$ cat src/rtl/teq_pkg.sv
// constants for the touch event qualifier
// assumes one 100 MHz clock and a byte-wide register port
//
// Notes on behaviour
// - after the programmed count of negative deltas in a row, recalibrate that input.
// - while a negative-delta recalibration runs, that input reports no touch.
// - with hold limit enabled, recalibrate an input touched longer than the limit.
// - the hold-limit timer only runs while the delta is above threshold.
// - on the power button the hold-limit timer starts after qualification.
// - one input is the power button, with own hold times and enables per state.
// - power button needs the input enabled; mixed state uses standby settings if pwr_stby_en is set, else active ones.
// - a qualified power button sets the hold-button flag and interrupts.
// - a count or set of inputs over pattern threshold or noisy flags a pattern.
// - during a pattern event all touches are blocked.
// - low-frequency noise discards the sample and blocks the touch by default.
// - radio noise drops the sample from threshold comparison by default.
// - noise flag shows any analog noise, or only radio noise when selected.
// - over noise threshold but under touch threshold is a noise spike.
// - with spike discard set, spikes are kept out of recalibration averaging.
// - any interrupt event sets the pending bit and pulls the alert pin low.
// - host clears pending bit; pin releases and the hold-button and pattern flags clear.
// - enabled non-power inputs interrupt on touch and optionally on release.
// - repeat inputs time a minimum press; early release is a simple touch.
// - press-and-hold interrupts at the repeat rate until release.
// - the power button gets no immediate touch interrupt and no repeat.
// - mixed state senses active and standby inputs with their own settings.
// - automatic recalibration averages the last 64 accepted measurements.

package teq_pkg;
  // ==========================================================
  // sizes and timing
  localparam int N_IN = 3;
  localparam int AVG_DEPTH = 64;
  localparam int CLK_PERIOD_NS = 10;
  localparam int MS_PERIOD_NS = 1000000;
  localparam int TICK_W = 17;

  // ==========================================================
  // register offsets
  localparam logic [7:0] ADDR_MAIN_CTL = 8'h00;
  localparam logic [7:0] ADDR_GEN_STATUS = 8'h02;
  localparam logic [7:0] ADDR_INPUT_STATUS = 8'h03;
  localparam logic [7:0] ADDR_NOISE_STATUS = 8'h0a;
  localparam logic [7:0] ADDR_GENERAL_CONFIG = 8'h20;
  localparam logic [7:0] ADDR_INT_ENABLE = 8'h27;
  localparam logic [7:0] ADDR_REPEAT_ENABLE = 8'h28;
  localparam logic [7:0] ADDR_SECONDARY_CONFIG = 8'h44;

  // ==========================================================
  // reset values and write mask
  localparam logic [7:0] GEN_CFG_RST = 8'h20;
  localparam logic [7:0] SEC_CFG_RST = 8'h00;
  localparam logic [7:0] INT_EN_RST = 8'h07;
  localparam logic [7:0] RPT_EN_RST = 8'h07;
  localparam logic [7:0] INPUT_MASK = 8'h07;

  // ==========================================================
  // field positions
  localparam int MAIN_INT_BIT = 0;
  localparam int STAT_TOUCH_BIT = 0;
  localparam int STAT_MTP_BIT = 1;
  localparam int STAT_HOLD_BIT = 4;
  localparam int GCFG_HOLD_EN_BIT = 3;
  localparam int GCFG_ANA_BLOCK_BIT = 4;
  localparam int GCFG_SPIKE_BIT = 5;
  localparam int SCFG_REL_N_BIT = 0;
  localparam int SCFG_RF_BLOCK_BIT = 2;
  localparam int SCFG_RADIO_ONLY_BIT = 7;
endpackage : teq_pkg

$ cat src/rtl/teq_avg.sv
// running average of accepted deltas for one input
// assumes sample_ok is a one-cycle pulse on the system clock
`timescale 1ns/1ps
`default_nettype none

module teq_avg import teq_pkg::*; #(
  parameter int W = 8,
  parameter int N = AVG_DEPTH
) (
  // clock and reset
  input wire logic sys_clk,
  input wire logic rst,
  // accepted sample
  input wire logic sample_ok,
  input wire logic [W-1:0] sample_delta,
  // baseline correction
  output logic adj_valid,
  output logic [W-1:0] adj
);
  localparam int LG = $clog2(N);

  typedef struct packed {
    logic [W+LG-1:0] sum;
    logic [LG-1:0] cnt;
    logic vld;
    logic [W-1:0] adj;
  } teq_avg_state_t;

  teq_avg_state_t s;
  teq_avg_state_t n;

  // ==========================================================
  // accumulate, emit the mean every N accepted samples
  always_comb begin
    n = s;
    n.vld = 1'b0;
    if (sample_ok) begin
      n.sum = s.sum + (W+LG)'($signed(sample_delta));
      n.cnt = s.cnt + 1'b1;
      if (s.cnt == LG'(N-1)) begin
        n.adj = n.sum[W+LG-1:LG];
        n.vld = 1'b1;
        n.sum = '0;
      end
    end
  end

  always_ff @(posedge sys_clk) begin
    if (rst) begin
      s <= '0;
    end else begin
      s <= n;
    end
  end

  assign adj_valid = s.vld;
  assign adj = s.adj;
endmodule : teq_avg

`default_nettype wire

$ cat src/rtl/teq_qualifier.sv
// touch event qualification, noise rejection and alert generation
// assumes measurements arrive from logic on sys_clk, one input per pulse
`timescale 1ns/1ps
`default_nettype none

module teq_qualifier import teq_pkg::*; #(
  parameter int TICK_CYCLES = MS_PERIOD_NS / CLK_PERIOD_NS,
  parameter logic [15:0] HOLD_STEP_MS = 16'h01f4,
  parameter logic [15:0] PRESS_STEP_MS = 16'h0023,
  parameter logic [15:0] RPT_STEP_MS = 16'h0023,
  parameter logic [15:0] PWR_STEP_MS = 16'h0118
) (
  // clock and reset
  input wire logic sys_clk,
  input wire logic rst,
  // register port
  input wire logic [7:0] reg_addr,
  input wire logic reg_wr,
  input wire logic reg_rd,
  input wire logic [7:0] reg_wdata,
  output logic [7:0] reg_rdata,
  // settings held elsewhere in the register map
  input wire logic in_standby,
  input wire logic mixed_state,
  input wire logic [N_IN-1:0] active_en,
  input wire logic [N_IN-1:0] standby_en,
  input wire logic [N_IN*8-1:0] active_thr,
  input wire logic [7:0] standby_thr,
  input wire logic [7:0] noise_thr,
  input wire logic [1:0] negative_reading_limit,
  input wire logic [3:0] hold_limit_field,
  input wire logic [3:0] min_hold_timer_field,
  input wire logic [3:0] repeat_rate_field,
  input wire logic [1:0] pwr_sel,
  input wire logic pwr_stby_en,
  input wire logic pwr_act_en,
  input wire logic [1:0] pwr_stby_time,
  input wire logic [1:0] pwr_act_time,
  input wire logic mtp_en,
  input wire logic mtp_by_pattern,
  input wire logic [N_IN-1:0] multi_touch_pattern,
  input wire logic [1:0] mtp_min_count,
  input wire logic [7:0] mtp_thr,
  input wire logic mtp_irq_en,
  // measurements
  input wire logic sample_valid,
  input wire logic [1:0] sample_idx,
  input wire logic [7:0] sample_delta,
  input wire logic lf_noise,
  input wire logic rf_noise,
  input wire logic [N_IN-1:0] recal_done,
  // results
  output logic alert_n,
  output logic [N_IN-1:0] recal_req,
  output logic [N_IN-1:0] base_adj_valid,
  output logic [N_IN*8-1:0] base_adj
);
  localparam logic [TICK_W-1:0] TICK_LAST = TICK_W'(TICK_CYCLES - 1);

  typedef struct packed {
    logic [TICK_W-1:0] tick_cnt;
    logic tick;
    logic [7:0] gen_cfg;
    logic [7:0] sec_cfg;
    logic [7:0] int_en;
    logic [7:0] rpt_en;
    logic [7:0] rd_data;
    logic int_pend;
    logic alert_n;
    logic hold_flag;
    logic mtp_flag;
    logic mtp_active;
    logic [N_IN-1:0] touch;
    logic [N_IN-1:0] noise;
    logic [N_IN-1:0] mtp_hit;
    logic [N_IN-1:0] neg_busy;
    logic [N_IN-1:0] held;
    logic [N_IN-1:0] recal_req;
    logic pwr_done;
    logic [N_IN-1:0][1:0] neg_cnt;
    logic [N_IN-1:0][15:0] hold_ms;
    logic [N_IN-1:0][15:0] press_ms;
    logic [15:0] pwr_ms;
  } teq_state_t;

  teq_state_t s;
  teq_state_t n;

  // ==========================================================
  // helpers
  function automatic logic [15:0] dur_ms(input logic [3:0] f,
                                         input logic [15:0] step);
    dur_ms = 16'(({12'h000, f} + 16'h0001) * step);
  endfunction : dur_ms

  function automatic logic [1:0] ones3(input logic [N_IN-1:0] v);
    ones3 = 2'(v[0]) + 2'(v[1]) + 2'(v[2]);
  endfunction : ones3

  // ==========================================================
  // per-input decode of the shared sample
  logic [N_IN-1:0] in_use;
  logic [N_IN-1:0] above;
  logic [N_IN-1:0] spike;
  logic [N_IN-1:0] mtp_over;
  logic [N_IN-1:0] is_pwr;
  logic [N_IN-1:0] avg_ok;
  logic discard;
  logic nflag;
  logic pwr_use_stby;
  logic pwr_on;
  logic [15:0] pwr_time;

  // mixed state: active settings win for inputs enabled in both
  genvar g;
  generate
    for (g = 0; g < N_IN; g++) begin : g_in
      logic use_act;
      logic use_stb;
      logic [7:0] thr;
      logic hit;
      assign use_act = active_en[g] & (mixed_state | ~in_standby);
      assign use_stb = standby_en[g] &
                       (mixed_state ? ~active_en[g] : in_standby);
      assign in_use[g] = use_act | use_stb;
      assign thr = use_act ? active_thr[g*8 +: 8] : standby_thr;
      assign above[g] = $signed(sample_delta) > $signed({1'b0, thr});
      assign spike[g] = ($signed(sample_delta) > $signed({1'b0, noise_thr}))
                        & ~above[g];
      assign mtp_over[g] = $signed(sample_delta) > $signed({1'b0, mtp_thr});
      assign is_pwr[g] = pwr_on & (pwr_sel == 2'(g));
      assign hit = sample_valid & (sample_idx == 2'(g)) & in_use[g];
      // averaging only sees clean, untouched samples
      assign avg_ok[g] = hit & ~discard & ~above[g] & ~s.neg_busy[g] &
                         ~(spike[g] & s.gen_cfg[GCFG_SPIKE_BIT]);
      teq_avg #(
        .W(8),
        .N(AVG_DEPTH)
      ) u_avg (
        .sys_clk(sys_clk),
        .rst(rst),
        .sample_ok(avg_ok[g]),
        .sample_delta(sample_delta),
        .adj_valid(base_adj_valid[g]),
        .adj(base_adj[g*8 +: 8])
      );
    end
  endgenerate

  // control bit set means the blocking is switched off
  assign discard = (lf_noise & ~s.gen_cfg[GCFG_ANA_BLOCK_BIT]) |
                   (rf_noise & ~s.sec_cfg[SCFG_RF_BLOCK_BIT]);
  assign nflag = s.sec_cfg[SCFG_RADIO_ONLY_BIT] ?
                 rf_noise : (lf_noise | rf_noise);
  assign pwr_use_stby = mixed_state ? pwr_stby_en : in_standby;
  assign pwr_on = pwr_use_stby ? (pwr_stby_en & standby_en[pwr_sel]) :
                  (pwr_act_en & active_en[pwr_sel]);
  assign pwr_time = dur_ms({2'b00, pwr_use_stby ? pwr_stby_time :
                           pwr_act_time}, PWR_STEP_MS);

  // ==========================================================
  // next state
  always_comb begin
    logic ev;
    logic hitv;
    logic rise;
    logic fall;
    logic mtp_cond;
    ev = 1'b0;
    hitv = 1'b0;
    rise = 1'b0;
    fall = 1'b0;
    mtp_cond = 1'b0;
    n = s;
    n.recal_req = '0;
    n.tick = 1'b0;
    n.tick_cnt = s.tick_cnt + 1'b1;
    if (s.tick_cnt == TICK_LAST) begin
      n.tick_cnt = '0;
      n.tick = 1'b1;
    end
    // host clear comes first so a same-cycle event wins
    if (reg_wr && reg_addr == ADDR_MAIN_CTL && !reg_wdata[MAIN_INT_BIT]) begin
      n.int_pend = 1'b0;
      n.hold_flag = 1'b0;
      n.mtp_flag = 1'b0;
    end
    if (reg_wr) begin
      case (reg_addr)
        ADDR_GENERAL_CONFIG: n.gen_cfg = reg_wdata;
        ADDR_SECONDARY_CONFIG: n.sec_cfg = reg_wdata;
        ADDR_INT_ENABLE: n.int_en = reg_wdata & INPUT_MASK;
        ADDR_REPEAT_ENABLE: n.rpt_en = reg_wdata & INPUT_MASK;
        default: n.gen_cfg = n.gen_cfg;
      endcase
    end
    // pattern detection works on the latest flags of each input
    mtp_cond = mtp_by_pattern ?
               ((s.mtp_hit & multi_touch_pattern) == multi_touch_pattern) :
               (ones3(s.mtp_hit) >= mtp_min_count);
    n.mtp_active = mtp_en & mtp_cond;
    if (n.mtp_active && !s.mtp_active) begin
      n.mtp_flag = 1'b1;
      ev = ev | mtp_irq_en;
    end
    for (int i = 0; i < N_IN; i++) begin
      hitv = sample_valid && sample_idx == 2'(i) && in_use[i];
      if (hitv) begin
        n.noise[i] = nflag;
        n.mtp_hit[i] = mtp_over[i] | nflag;
        if (!discard) begin
          n.touch[i] = above[i];
          if ($signed(sample_delta) < 0 && negative_reading_limit != 2'b00) begin
            n.neg_cnt[i] = s.neg_cnt[i] + 1'b1;
            if (s.neg_cnt[i] == negative_reading_limit - 1'b1) begin
              n.recal_req[i] = 1'b1;
              n.neg_busy[i] = 1'b1;
              n.neg_cnt[i] = 2'b00;
            end
          end else begin
            n.neg_cnt[i] = 2'b00;
          end
        end
      end
      if (recal_done[i]) begin
        n.neg_busy[i] = 1'b0;
        n.neg_cnt[i] = 2'b00;
      end
      if (n.neg_busy[i]) begin
        n.touch[i] = 1'b0;
      end
      if (n.mtp_active) begin
        n.touch[i] = 1'b0;
      end
      rise = n.touch[i] & ~s.touch[i];
      fall = s.touch[i] & ~n.touch[i];
      if (!is_pwr[i] && s.int_en[i]) begin
        ev = ev | rise;
        ev = ev | (fall & ~s.sec_cfg[SCFG_REL_N_BIT]);
      end
      if (!n.touch[i]) begin
        n.hold_ms[i] = '0;
        n.press_ms[i] = '0;
        n.held[i] = 1'b0;
        if (is_pwr[i]) begin
          n.pwr_ms = '0;
          n.pwr_done = 1'b0;
        end
      end else if (s.tick && s.touch[i]) begin
        if (is_pwr[i] && !s.pwr_done) begin
          n.pwr_ms = s.pwr_ms + 1'b1;
          if (n.pwr_ms >= pwr_time) begin
            n.pwr_done = 1'b1;
            n.hold_flag = 1'b1;
            ev = 1'b1;
          end
        end
        // timer only runs while touched, i.e. above threshold
        if (s.gen_cfg[GCFG_HOLD_EN_BIT] &&
            (!is_pwr[i] || s.pwr_done)) begin
          n.hold_ms[i] = s.hold_ms[i] + 1'b1;
          if (n.hold_ms[i] >= dur_ms(hold_limit_field, HOLD_STEP_MS)) begin
            n.recal_req[i] = 1'b1;
            n.hold_ms[i] = '0;
          end
        end
        if (!is_pwr[i] && s.rpt_en[i] && s.int_en[i]) begin
          n.press_ms[i] = s.press_ms[i] + 1'b1;
          if (!s.held[i] && n.press_ms[i] >=
              dur_ms(min_hold_timer_field, PRESS_STEP_MS)) begin
            n.held[i] = 1'b1;
            n.press_ms[i] = '0;
            ev = 1'b1;
          end else if (s.held[i] && n.press_ms[i] >=
                       dur_ms(repeat_rate_field, RPT_STEP_MS)) begin
            n.press_ms[i] = '0;
            ev = 1'b1;
          end
        end
      end
    end
    if (ev) begin
      n.int_pend = 1'b1;
    end
    n.alert_n = ~n.int_pend;
    // read data is captured one cycle after the strobe
    if (reg_rd) begin
      case (reg_addr)
        ADDR_MAIN_CTL: n.rd_data = 8'(s.int_pend) << MAIN_INT_BIT;
        ADDR_GEN_STATUS: n.rd_data = (8'(s.hold_flag) << STAT_HOLD_BIT) |
                                     (8'(s.mtp_flag) << STAT_MTP_BIT) |
                                     (8'(|s.touch) << STAT_TOUCH_BIT);
        ADDR_INPUT_STATUS: n.rd_data = 8'(s.touch);
        ADDR_NOISE_STATUS: n.rd_data = 8'(s.noise);
        ADDR_GENERAL_CONFIG: n.rd_data = s.gen_cfg;
        ADDR_SECONDARY_CONFIG: n.rd_data = s.sec_cfg;
        ADDR_INT_ENABLE: n.rd_data = s.int_en;
        ADDR_REPEAT_ENABLE: n.rd_data = s.rpt_en;
        default: n.rd_data = 8'h00;
      endcase
    end
  end

  // ==========================================================
  // state register
  always_ff @(posedge sys_clk) begin
    if (rst) begin
      s <= '0;
      s.gen_cfg <= GEN_CFG_RST;
      s.sec_cfg <= SEC_CFG_RST;
      s.int_en <= INT_EN_RST;
      s.rpt_en <= RPT_EN_RST;
      s.alert_n <= 1'b1;
    end else begin
      s <= n;
    end
  end

  // ==========================================================
  // outputs
  assign reg_rdata = s.rd_data;
  assign alert_n = s.alert_n;
  assign recal_req = s.recal_req;
endmodule : teq_qualifier

`default_nettype wire

$ cat config.mk
export PLATFORM = sky130hd
export DESIGN_NAME = teq_qualifier
export DESIGN_NICKNAME = d
export VERILOG_FILES = /design/src/rtl/teq_pkg.sv /design/src/rtl/teq_avg.sv /design/src/rtl/teq_qualifier.sv
export SDC_FILE = /design/constraint.sdc
export NUM_CORES = 1
export LEC_CHECK = 0
export BUFFER_PORTS_ARGS = -buffer_cell sky130_fd_sc_hd__buf_2
export CORE_MARGIN = 2
export CORE_UTILIZATION = 30
export CTS_CLUSTER_SIZE = 14
export DETAILED_ROUTE_END_ITERATION = 8
export GPL_ROUTABILITY_DRIVEN = 0
export SETUP_SLACK_MARGIN = 0.5
export SLEW_MARGIN = 20
export SYNTH_ARGS = -nofsm -noshare
export SYNTH_HDL_FRONTEND = slang
export SYNTH_SLANG_ARGS = --single-unit
$ cat constraint.sdc
create_clock -name sys_clk -period 6.8 [get_ports sys_clk]
set_clock_uncertainty 0.05 [all_clocks]
set_input_delay 0.68 -clock sys_clk [delete_from_list [all_inputs] [get_ports sys_clk]]
set_output_delay 0.68 -clock sys_clk [all_outputs]
set_load 0.02 [all_outputs]
# == Word-level counts from Yosys, hierarchy flattened ==
# Index checks and enable logic that the tools add are counted.
# word_totals
reg_bits,277
in_bits,122
output_inout_bits,39
elab_cells,439
# classes
add_sub_neg,24
mul,4
n_lt_le_gt_ge,18
eq_ne,19
n_mux,156
n_bitwise,90
reduce_logical,81
# ops
cell,n
$mux W16,21
$mux W1,114
$add A16 B1 Y16 const B,7
$ge A16 B16 Y1,6
$pmux W8 S8,1
$and A1 B1 Y1,47
$gt A8 B9 Y1,5
$add A14 B14 Y14,3
$mux W14,3
$logic_and A1 B1 Y1,34
$ge A16 B11 Y1,2
$reduce_and A2 Y1,16
$mux W9,3
$not A1 Y1,27
$eq A8 B6 Y1 const B,3
$mux W8,3
$mul A5 B6 Y11 const B,2
$reduce_or A2 Y1,10
$add A6 B1 Y6 const B,3
$eq A6 B6 Y1 const B,3
$mux W2,9
$add A17 B1 Y17 const B,1
$eq A17 B17 Y1 const B,1
$eq A8 B2 Y1 const B,2
other kinds (31),66

# == Depth between registers and ports, before layout ==
# Gate-level depths: netlist of the first run.
# depth
ltp_word,43
mapped_depth,25
depth_no_buf,24

# == By module ==
# From an unflattened synthesis of the first run, not the netlist that was laid out.
# unflattened
cells_unflattened,2470
area_unflattened_um2,20622.3
# modules_own_cells
mod,n_inst,cells_each,area_each_um2,seq_area_each_um2
teq_qualifier,1,1879,15337.2,3803.6
teq_avg,3,197,1761.7,580.6

# == Worst setup path before layout of the first run ==
# OpenSTA, ideal clock, no wires.
# synth_path
path_kind,in2reg
startpoint,input port hold_limit_field[1]
endpoint,"register s, in the netlist recal_req[1]"
setup_ps,115
t_arrival_ps,5471
required_ps,6635
path_slack_ps,1164
stages,19
n_path_buf,0
cell_sequence,nand3_1 -> xnor2_1 -> fa_1 -> fa_1 -> inv_1 -> fa_1 -> ha_1 -> inv_1 -> o21ai_0 -> a21oi_1 -> o21bai_1 -> a21oi_1 -> xor2_1 -> ha_1 -> a21o_1 -> a211o_1 -> nor2_1 -> nor3_1 -> o21ba_2
# synth_via
elab_chain_cells,7
# synth_lines
item,line_no,source
"start, declared",teq_qualifier.sv:31,"input wire logic [3:0] hold_limit_field,"
$add A4 B1 Y5,teq_qualifier.sv:93,"dur_ms = 16'(({12'h000, f} + 16'h0001) * step);"
$mul A5 B7 Y12,teq_qualifier.sv:93,
$ge A16 B16 Y1,teq_qualifier.sv:262,"if (n.hold_ms[i] >= dur_ms(hold_limit_field, HOLD_STEP_MS)) begin"
$mux W1,teq_qualifier.sv:262,
$mux W1,teq_qualifier.sv:259,if (s.gen_cfg[GCFG_HOLD_EN_BIT] &&
$mux W1,teq_qualifier.sv:249,end else if (s.tick && s.touch[i]) begin
$mux W1,teq_qualifier.sv:241,if (!n.touch[i]) begin
"end signal, assigned",teq_qualifier.sv:315,s <= n;
"end, declared",teq_qualifier.sv:86,teq_state_t s;
# No other way between the ends.
# A chain may end at the register's enable or synchronous reset.

# == Final worst setup path of the first run ==
# layout_path
startpoint,input port hold_limit_field[0]
endpoint,register s[90] (netlist name)
# layout_via
elab_chain_cells,4
# layout_lines
item,line_no
$add A4 B1 Y5,teq_qualifier.sv:93
$mul A5 B7 Y12,teq_qualifier.sv:93
$ge A16 B16 Y1,teq_qualifier.sv:262
$mux W16,teq_qualifier.sv:262
# No other way between the ends.

==> summary.txt, run 1 <==
Status
  • Status: complete, no violations

Layout
  • Seq. cell area: around 5500 um2
  • Fin area: ~23,000 um2
  • Fin util: between 30% and 40%
  • Commonest non-fill, non-tap cell in the layout: dfxtp_1
  • Share of layout cells above drive strength 1: between 10% and 20%
  • Final #Nets: just under 3,000
  • Fillers: around 6,900
  • Multi-input combinational cell area: ~14,000 um2
  • Synth-to-layout area growth: 12.8%
  • Commonest non-fill, non-tap cells in the layout: 277 x dfxtp_1, 256 x ha_1, 212 x nand2_1

Route
  • Pre-antenna DRT Iters: 5
  • Wire length per cell: 16.1 um
  • Initial drt markers: ~1,100
  • Final WL: between 50 and 60 mm
  • Total number of vias: between 15,000 and 20,000
  • Drt drc: 0
  • Antenna-violating nets left: 0
  • Via-to-Cell Ratio: about 5

Clock network
  • Worst-path clk slew: 60 ps
  • Setup Fix Bufs, Post-CTS: 0
  • CTS tree: done
  • Clock sink count: approximately 280
  • Hold Buf Count CTS: 0
  • Number of buffers on the longest clock path: 3
  • Clock latency at the later pin of the worst-skew pair: roughly 570 ps
  • Inserted Clock Buffers: 35
  • Resized cells post-CTS: 0
  • # H-tree levels: 2
  • Root buffer cell: clkbuf_16

Timing
  • Min Clock Period, post-route: 5570 ps
  • Slew HR: approximately 30%
  • Crit share post-route: around 80%
  • Final Hold Viols: 0
  • Peak Freq: approximately 180 MHz
  • Setup TNS: 0 ps
  • Slew Limit Fails: 0
  • RSZ-0062 raised after global routing: false
  • # setup viols final: 0
  • Worst slew pin tran: about 1100 ps

Hold path
  • HP Class: in -> reg

Global route
  • Number of global-route vias before repair: 16,700
  • Largest net degree at the start of global routing: 90
  • First-pass GRT wire length: about 90 mm
  • Global router's overall resource usage: between 10% and 20%
  • Grt ovf: 0
  • Initial antenna violation count: 12

Placed design
  • Placed instance area: between 20,000 and 25,000 um2
  • IO buf count: 160
  • Final HPWL DP: approximately 42 mm

Synthesis
  • Netlist cell types: 93
  • Ys async rst share: 0%
  • Syn_nets: ~2,900
  • Main flop type after synthesis: dfxtp_1
  • Cell type with the largest total area after synthesis: dfxtp_1
  • Synth warnings: 0
  • Seq cells post-synth: between 200 and 300
  • Post-Syn Area per Cell: 8.23 um2
  • Top-area cell type share of the netlist area: between 20% and 30%
  • Dominant cells by area after synthesis: dfxtp_1 27%, ha_1 16%, xnor2_1 4.9%
  • Post-synth EDFFs: 0
  • Mapped Area: about 21,000 um2
  • Post-synthesis instance total: 2,492
  • Sequential element share of the synthesized area: between 20% and 30%

Die
  • Site row count: 95
  • Die Ht: about 270 um
  • Core Region: between 60,000 and 70,000 um2
  • Initial Util: between 30% and 40%
  • Die width: about 270 um
  • I/O pins: about 160
  • Area of the die: ~70,000 um2

Setup path
  • Crit path max fanout: 8
  • CP startpoint kind: input pin
  • Slowest stage cell, crit path: fa_1
  • WS Path Type: in -> reg
  • Crit path cell chain: buf_2, ha_1, xnor2_1, fa_1, fa_1, inv_1, fa_1, ha_1, inv_1, o21ai_0, a21oi_1, o21bai_1, a21oi_1, xor2_1, ha_1, a21o_1, a211o_1, nor2_1, buf_4, nand3_1, a21oi_1
  • Type of destination of the critical path: register
  • Crit path largest cell delay: just under 600 ps
  • CP arrival: around 6000 ps
  • Critical Path RT: around 7200 ps

Power and ir drop
  • Worst vdd ir: 0.203 mV
  • Leak: 9.86 nW
  • PwrDens: 192 nW/um2
  • Power Total: about 4.4 mW

Job
  • Max Cap Violations: 0
## final timing paths
| path | end | slack (ps) | depth (start not counted) | start |
|---|---|---|---|---|
| setup / recovery | s[90] | 1230 | 21 | hold_limit_field[0] |
| hold / removal | s[116] | 310 | 2 | recal_done[2] |
| setup reg to reg | s[107] | 2640 | 12 | s[128] |
| hold reg to reg | s[176] | 400 | 2 | s[176] |
## cell usage after synthesis, types with 39 or more instances
cell	n
mux2i_1	53
and3_1	70
xor2_1	82
inv_1	112
nand2_1	212
nand3_1	157
a21oi_1	201
buf_4	39
xnor2_1	115
ha_1	256
nor2_1	207
nor3_1	58
clkbuf_1	70
dfxtp_1	277
o21ai_0	69
## state kept, by name, summed over array words and instances (netlist names)
name / count
alert_n: 1
s: 178
g_in.u_avg.adj: 24
reg_rdata: 8
recal_req: 3
g_in.u_avg.adj_valid: 3
g_in.u_avg.s: 60
## power by group
part / internal, mW / switching, mW / leakage [nW]
Clock: 1.17 / 0.788 / 0.601
Sequential: 1.63 / 0.00622 / 2.23
Combinational: 0.332 / 0.499 / 7.02
Total: 3.14 / 1.29 / 9.86
## routing by layer
metal / share of wire, % / track usage, % / up-vias
met3: 5.2 / 2.65 / 80
met1: 48 / 21.5 / 8149
met2: 44 / 25.2 / 367
met4: 2.1 / 3.82 / 10
met5: 0.12 / 0 / -
li1: - / - / 9088
## critical path, delay by kind of cell
family,cells,cell delay (ps)
AOI/OAI and AO/OA,7,1320
adders and majority gates,6,2500
and+or+nand+nor,2,360
xor gates and xnor gates,2,640
buffers and inverters,4,460
## layout make-up
class / count / share of cell area, %
diodes: 3 / 0.0325
multi-input cells: 1976 / 60.1
well taps: 873 / 4.72
repair buffers: 178 / 4.07
flip-flops and latches: 277 / 24.0
clock buffers: 48 / 4.57
inverters: 113 / 1.83
clock inverters: 13 / 0.725
## per-stage QoR
stage,cells,setup slack [ps],hold WS (ps)
finish,3481,1230,307
global route,3478,659,296
CTS,3478,1250,286
detailed placement,3417,668,394
global placement,3417,678,392
floorplan,2492,1160,382
## kinds of logic after synthesis
group / synth area share (%)
AND/OR/NAND/NOR: 23.2
AO/OA/AOI/OAI: 15.4
flip-flops: 27.0
adder cells (fa/ha/maj): 17.3
buffers and inverters: 5.26
XOR/XNOR: 8.49
multiplexers: 3.25
No activity file was read; power rests on OpenSTA's default activity.
==> run 2: changes to the inputs <==
- ABC_AREA: default -> 1
- clock period: 6.8 -> 5.7 ns (I/O delays scaled with it)
==> summary.txt, run 2 <==
Power and ir drop
  • Power Total: roughly 5.5 mW
  • PwrDens: 222 nW/um2
  • Leak: ~11 nW
  • Worst vdd ir: 0.165 mV

Synthesis
  • Ys async rst share: 0%
  • Netlist cell types: approximately 70
  • Syn_nets: 3,527
  • Count leader, synth: nand2_1
  • Sequential element share of the synthesized area: between 20% and 30%
  • Top-area cell type share of the netlist area: approximately 25%
  • Post-synth EDFFs: 0
  • Seq cells post-synth: 277
  • Main flop type after synthesis: dfxtp_1
  • Post-synthesis instance total: between 3,000 and 4,000
  • Post-Syn Area per Cell: about 6.9 um2
  • Cell type with the largest total area after synthesis: dfxtp_1
  • Commonest cells in the netlist: 672 x nand2_1, 413 x inv_1, 310 x a21oi_1
  • Mapped Area: about 22,000 um2
  • Dominant cells by area after synthesis: dfxtp_1 25%, ha_1 15%, nand2_1 12%
  • Synth warnings: 0

Hold path
  • Hold Startpoint: reg_wdata[5]
  • Hold Path End: s[179]
  • HP Class: in -> reg
  • Worst hold stages: 3

Layout
  • Commonest non-fill, non-tap cell in the layout: nand2_1
  • Final #Nets: 3,630
  • Share of layout cells above drive strength 1: 11.1%
  • Fin area: ~25,000 um2
  • Reg with most FFs: s
  • Fin util: 34.3%
  • Commonest non-fill, non-tap cells in the layout: 671 x nand2_1, 413 x inv_1, 308 x a21oi_1
  • Synth-to-layout area growth: 13.0%
  • Non-filler instance count after layout: ~4,200
  • Largest register FFs: ~180

Clock network
  • Worst-path clk slew: ~60 ps
  • Clock sink count: about 280
  • CTS tree: done
  • Root buffer cell: clkbuf_16
  • Clock latency at the later pin of the worst-skew pair: ~570 ps
  • # H-tree levels: 2
  • Hold Buf Count CTS: 0
  • Inserted Clock Buffers: 35
  • Number of buffers on the longest clock path: 3

Global route
  • Grt ovf: 0
  • Largest net degree at the start of global routing: 84
  • First-pass GRT wire length: ~97 mm
  • Number of global-route vias before repair: 18,900
  • Global router's overall resource usage: 15.8%
  • Initial antenna violation count: 15

Die
  • Initial Util: a little under a third
  • Site row count: 98
  • Core Region: roughly 70,000 um2
  • I/O pins: 161
  • Die width: about 270 um
  • Die Ht: 273 um
  • Area of the die: 74,700 um2

Timing
  • Peak Freq: just over 200 MHz
  • RSZ-0062 raised after global routing: false
  • Final Hold Viols: 0
  • Worst slew pin tran: 1070 ps
  • Min Clock Period, post-route: just under 5000 ps
  • Slew Limit Fails: 0
  • # setup viols final: 0
  • Slew HR: between 20% and 30%
  • Crit share post-route: a little over four fifths
  • Setup TNS: 0 ps

Setup path
  • WS Path Type: in -> reg
  • Type of destination of the critical path: register
  • Reg2reg path depth: 12
  • Crit path largest cell delay: between 500 and 600 ps
  • Slowest stage cell, crit path: fa_1
  • Reg-to-reg setup timing slack: 1850 ps
  • FF-to-FF Start: s[128]
  • Most used cell, CP: a21oi_1
  • Critical Path RT: roughly 6000 ps
  • Crit path max fanout: 15
  • CP arrival: between 5000 and 6000 ps
  • Reg2reg end: s[61]
  • Crit path cell chain: buf_2, buf_4, nand3_1, xor2_2, fa_2, fa_1, inv_1, fa_1, ha_4, a21oi_1, o21ai_1, a21oi_1, o21ai_1, a21o_1, a21oi_2, xor2_2, ha_1, a21oi_2, o211ai_4, nor2_4, buf_12, nand2_1, nand2_1, a21oi_1
  • CP startpoint kind: input pin

Route
  • Via-to-Cell Ratio: 4.73
  • Total number of vias: around 20,000
  • Wire length per cell: approximately 14 um
  • Final WL: approximately 60 mm
  • Drt drc: 0
  • Pre-antenna DRT Iters: 5
  • Antenna-violating nets left: 0
  • Initial drt markers: approximately 1,300

Placed design
  • IO buf count: between 150 and 200
  • Post-Place Cells: 4,144
  • Placed instance area: roughly 23,000 um2
  • Final HPWL DP: 45.8 mm

Job
  • Max Cap Violations: 0

Status
  • Status: complete, no violations
[run 2: cell types whose count changed after synthesis, sizes merged, moves of 24 or more]
| cell | before | now |
|---|---|---|
| nor2b | 31 | 0 |
| o21ai | 69 | 144 |
| a21oi | 201 | 313 |
| nor2 | 209 | 249 |
| or3 | 24 | 0 |
| inv | 112 | 427 |
| and3 | 70 | 2 |
| nand3 | 158 | 231 |
| xnor2 | 116 | 42 |
| buf | 54 | 81 |
| nand2 | 215 | 685 |
| xor2 | 82 | 124 |
| mux2i | 53 | 2 |
| clkbuf | 72 | 38 |
[run 2: worst max path at each step]
stage | start | endpoint | slack [ps] | cells after the start
after floorplan | hold_limit_field[0] | s[86] | 520 | 24
after global placement | hold_limit_field[0] | recal_req[1] | -4 | 25
after detailed placement | hold_limit_field[0] | s[84] | -20 | 24
after CTS | hold_limit_field[0] | s[84] | 540 | 24
after global routing | hold_limit_field[0] | recal_req[1] | 540 | 29
final | hold_limit_field[0] | recal_req[1] | 860 | 24
[run 2: critical path, delay by kind of cell]
family	cells	cell delay [ps]
xor gates and xnor gates	2	460
AOI/OAI and AO/OA	9	1140
and+or+nand+nor	4	370
adders and majority gates	5	2180
buffers and inverters	4	480
[run 2: layout make-up]
class,instances,area (um2)
diodes,3,7.51
clock buffers,43,926
clock inverters,21,315
fillers,7782,47000
inverters,430,1620
multi-input cells,2307,14000
flip-flops and latches,277,5550
well taps,950,1190
repair buffers,185,1020
[run 2: stage by stage]
stage               hold WS (ps)  worst slack, ps
global placement             385            -3.71
floorplan                    368              519
CTS                          153              544
global route                 178              542
finish                       184              858
detailed placement           389            -15.5
[run 2: report_power, final]
group / total (mW) / switching, mW / internal [mW] / leakage, nW
Clock: 2.40 / 0.954 / 1.45 / 0.589
Combinational: 1.11 / 0.704 / 0.404 / 8.06
Sequential: 1.95 / 0.00607 / 1.95 / 2.23
Total: 5.46 / 1.66 / 3.80 / 10.9
[run 2: routing by layer]
layer | part of all wire [%] | GRT usage [%] | vias up
li1 | - | - | 10500
met1 | 46 | 20.3 | 8983
met2 | 46 | 26.5 | 372
met3 | 5.8 | 3.78 | 90
met4 | 2.1 | 4.10 | 22
met5 | 0.26 | 0 | -
[run 2: kinds of logic after synthesis]
kind of cell / Yosys count / synth area share, %
multiplexers: 5 / 0.247
adder cells (fa/ha/maj): 272 / 16.2
buffers and inverters: 549 / 10.6
XOR/XNOR: 166 / 6.75
AND/OR/NAND/NOR: 1327 / 27.1
AO/OA/AOI/OAI: 537 / 13.5
flip-flops: 277 / 25.5
[run 2: what timing repair did]
| action | in CTS | in global routing |
|---|---|---|
| setup endpoints to repair | 0 | 44 |
| gates resized for setup | 0 | 3 |
| setup buffers | 0 | 5 |
==> run 3: changes to the inputs <==
- clock period: 5.7 -> 5.05 ns (I/O delays scaled with it)
==> summary.txt, run 3 (synthesis gave the netlist of run 2 again) <==
Status
  • Status: complete, no violations

Route
  • Pre-antenna DRT Iters: 5
  • Wire length per cell: between 10 and 15 um
  • Total number of vias: about 20,000
  • Via-to-Cell Ratio: approximately 4.7
  • Antenna-violating nets left: 0
  • Drt drc: 0
  • Final WL: 60.0 mm
  • Initial drt markers: just over 900

Layout
  • Commonest non-fill, non-tap cells in the layout: 667 x nand2_1, 410 x inv_1, 295 x a21oi_1
  • Synth-to-layout area growth: 15.5%
  • Fillers: 7,736
  • Share of layout cells above drive strength 1: between 10% and 20%
  • Seq. cell area: 5550 um2
  • Largest register FFs: approximately 180
  • Final #Nets: around 3,700
  • Multi-input combinational cell area: around 14,000 um2
  • Fin util: about a third
  • Reg with most FFs: s
  • Commonest non-fill, non-tap cell in the layout: nand2_1

Timing
  • Final hold slack: approximately 120 ps
  • # setup viols final: 0
  • Crit share post-route: between 90% and 100%
  • Slew Limit Fails: 0
  • Peak Freq: ~220 MHz
  • Worst setup margin: approximately 470 ps
  • RSZ-0062 raised after global routing: true
  • Setup TNS: 0 ps
  • Min Clock Period, post-route: approximately 4600 ps
  • Final Hold Viols: 0
  • Worst slew pin tran: a little under 1000 ps
  • Slew HR: between 30% and 40%

Placed design
  • IO buf count: between 150 and 200
  • Final HPWL DP: 46.3 mm
  • Pre-CTS setup slack: -124 ps

Die
  • Die Ht: about 270 um
  • Die width: roughly 270 um
  • Core Region: between 70,000 and 80,000 um2
  • I/O pins: 161
  • Initial Util: 30.4%
  • Site row count: 98
  • Area of the die: roughly 75,000 um2

Global route
  • Initial antenna violation count: 10
  • Number of global-route vias before repair: 18,900
  • Grt ovf: 0
  • Largest net degree at the start of global routing: 85
  • First-pass GRT wire length: a little under 100 mm
  • Global router's overall resource usage: about 16%

Power and ir drop
  • Worst vdd ir: ~0.24 mV
  • PwrDens: 251 nW/um2
  • Leak: roughly 11 nW

Setup path
  • CP startpoint kind: input pin
  • Slowest stage cell, crit path: fa_1
  • Crit path max fanout: 7
  • Crit path largest cell delay: 520 ps
  • Type of destination of the critical path: register
  • CP arrival: around 5000 ps
  • Critical Path RT: ~5500 ps
  • Most used cell, CP: ha_4
  • WS Path Type: in -> reg

Clock network
  • CTS tree: done
  • Hold Buf Count CTS: 0
  • Number of buffers on the longest clock path: 3
  • Root buffer cell: clkbuf_16
  • Inserted Clock Buffers: 36
  • Clock latency at the later pin of the worst-skew pair: 580 ps
  • Clock sink count: ~280
  • Worst-path clk slew: 60 ps
  • # H-tree levels: 2

Job
  • Max Cap Violations: 0

Hold path
  • HP Class: in -> reg
run 3: cell count changes in the layout (fill, tap and decap cells not counted), sizes merged:
cell      change
clkinvlp      -4
nand2         +1
bufinv        -2
clkinv        -1
buf          +21
diode         -2
clkbuf        +7
run 3: path summary, 6_finish.rpt:
check / startpoint / endpoint / slack [ps] / depth (start not counted)
setup / recovery: hold_limit_field[0] / s[89] / 470 / 25
hold / removal: reg_wdata[5] / s[179] / 120 / 3
setup reg to reg: s[128] / s[30] / 1480 / 12
hold reg to reg: s[79] / s[79] / 400 / 2
run 3: stage by stage:
stage,instance area [um2],cells,power (mW)
2_1_floorplan,21900,3133,3.17
3_5_place_dp,23500,4170,3.61
5_1_grt,25100,4236,6.67
6_report,25100,4236,6.31
4_1_cts,24800,4232,6.32
3_3_place_gp,23500,4170,3.57
run 3: power by group:
part	leakage, nW	switching, mW	total, mW	internal, mW
Combinational	8.25	0.850	1.43	0.577
Sequential	2.23	0.00883	2.21	2.20
Clock	0.602	1.06	2.68	1.62
run 3: layer usage:
metal	up-vias	track usage, %	part of all wire [%]
li1	10500	-	-
met1	8995	20.0	46
met2	358	27.1	47
met3	93	3.29	5.1
met4	16	4.08	2.1
met5	-	0	0.17
run 3: area by class of cell:
type	count	area share, %
clock buffers	48	4.00
inverters	430	6.43
multi-input cells	2308	56.8
flip-flops and latches	277	22.1
clock inverters	14	0.891
diodes	1	0.00996
well taps	950	4.73
repair buffers	208	5.04
run 3: worst max-delay path: cells and delay by family:
family | cells | cell delay [ps]
fa+ha+maj | 6 | 2160
compound gates | 6 | 900
buf+inv | 6 | 710
simple gates | 5 | 440
xor+xnor | 2 | 280
run 3: repair_timing:
| item | CTS | global route |
|---|---|---|
| resized for setup | 1 | 61 |
| pin swaps | 0 | 26 |
| setup buffers | 0 | 0 |
| endpoints found under the setup margin | 18 | 45 |
| hold endpoints to repair | 0 | 0 |
| cloned | 0 | 3 |
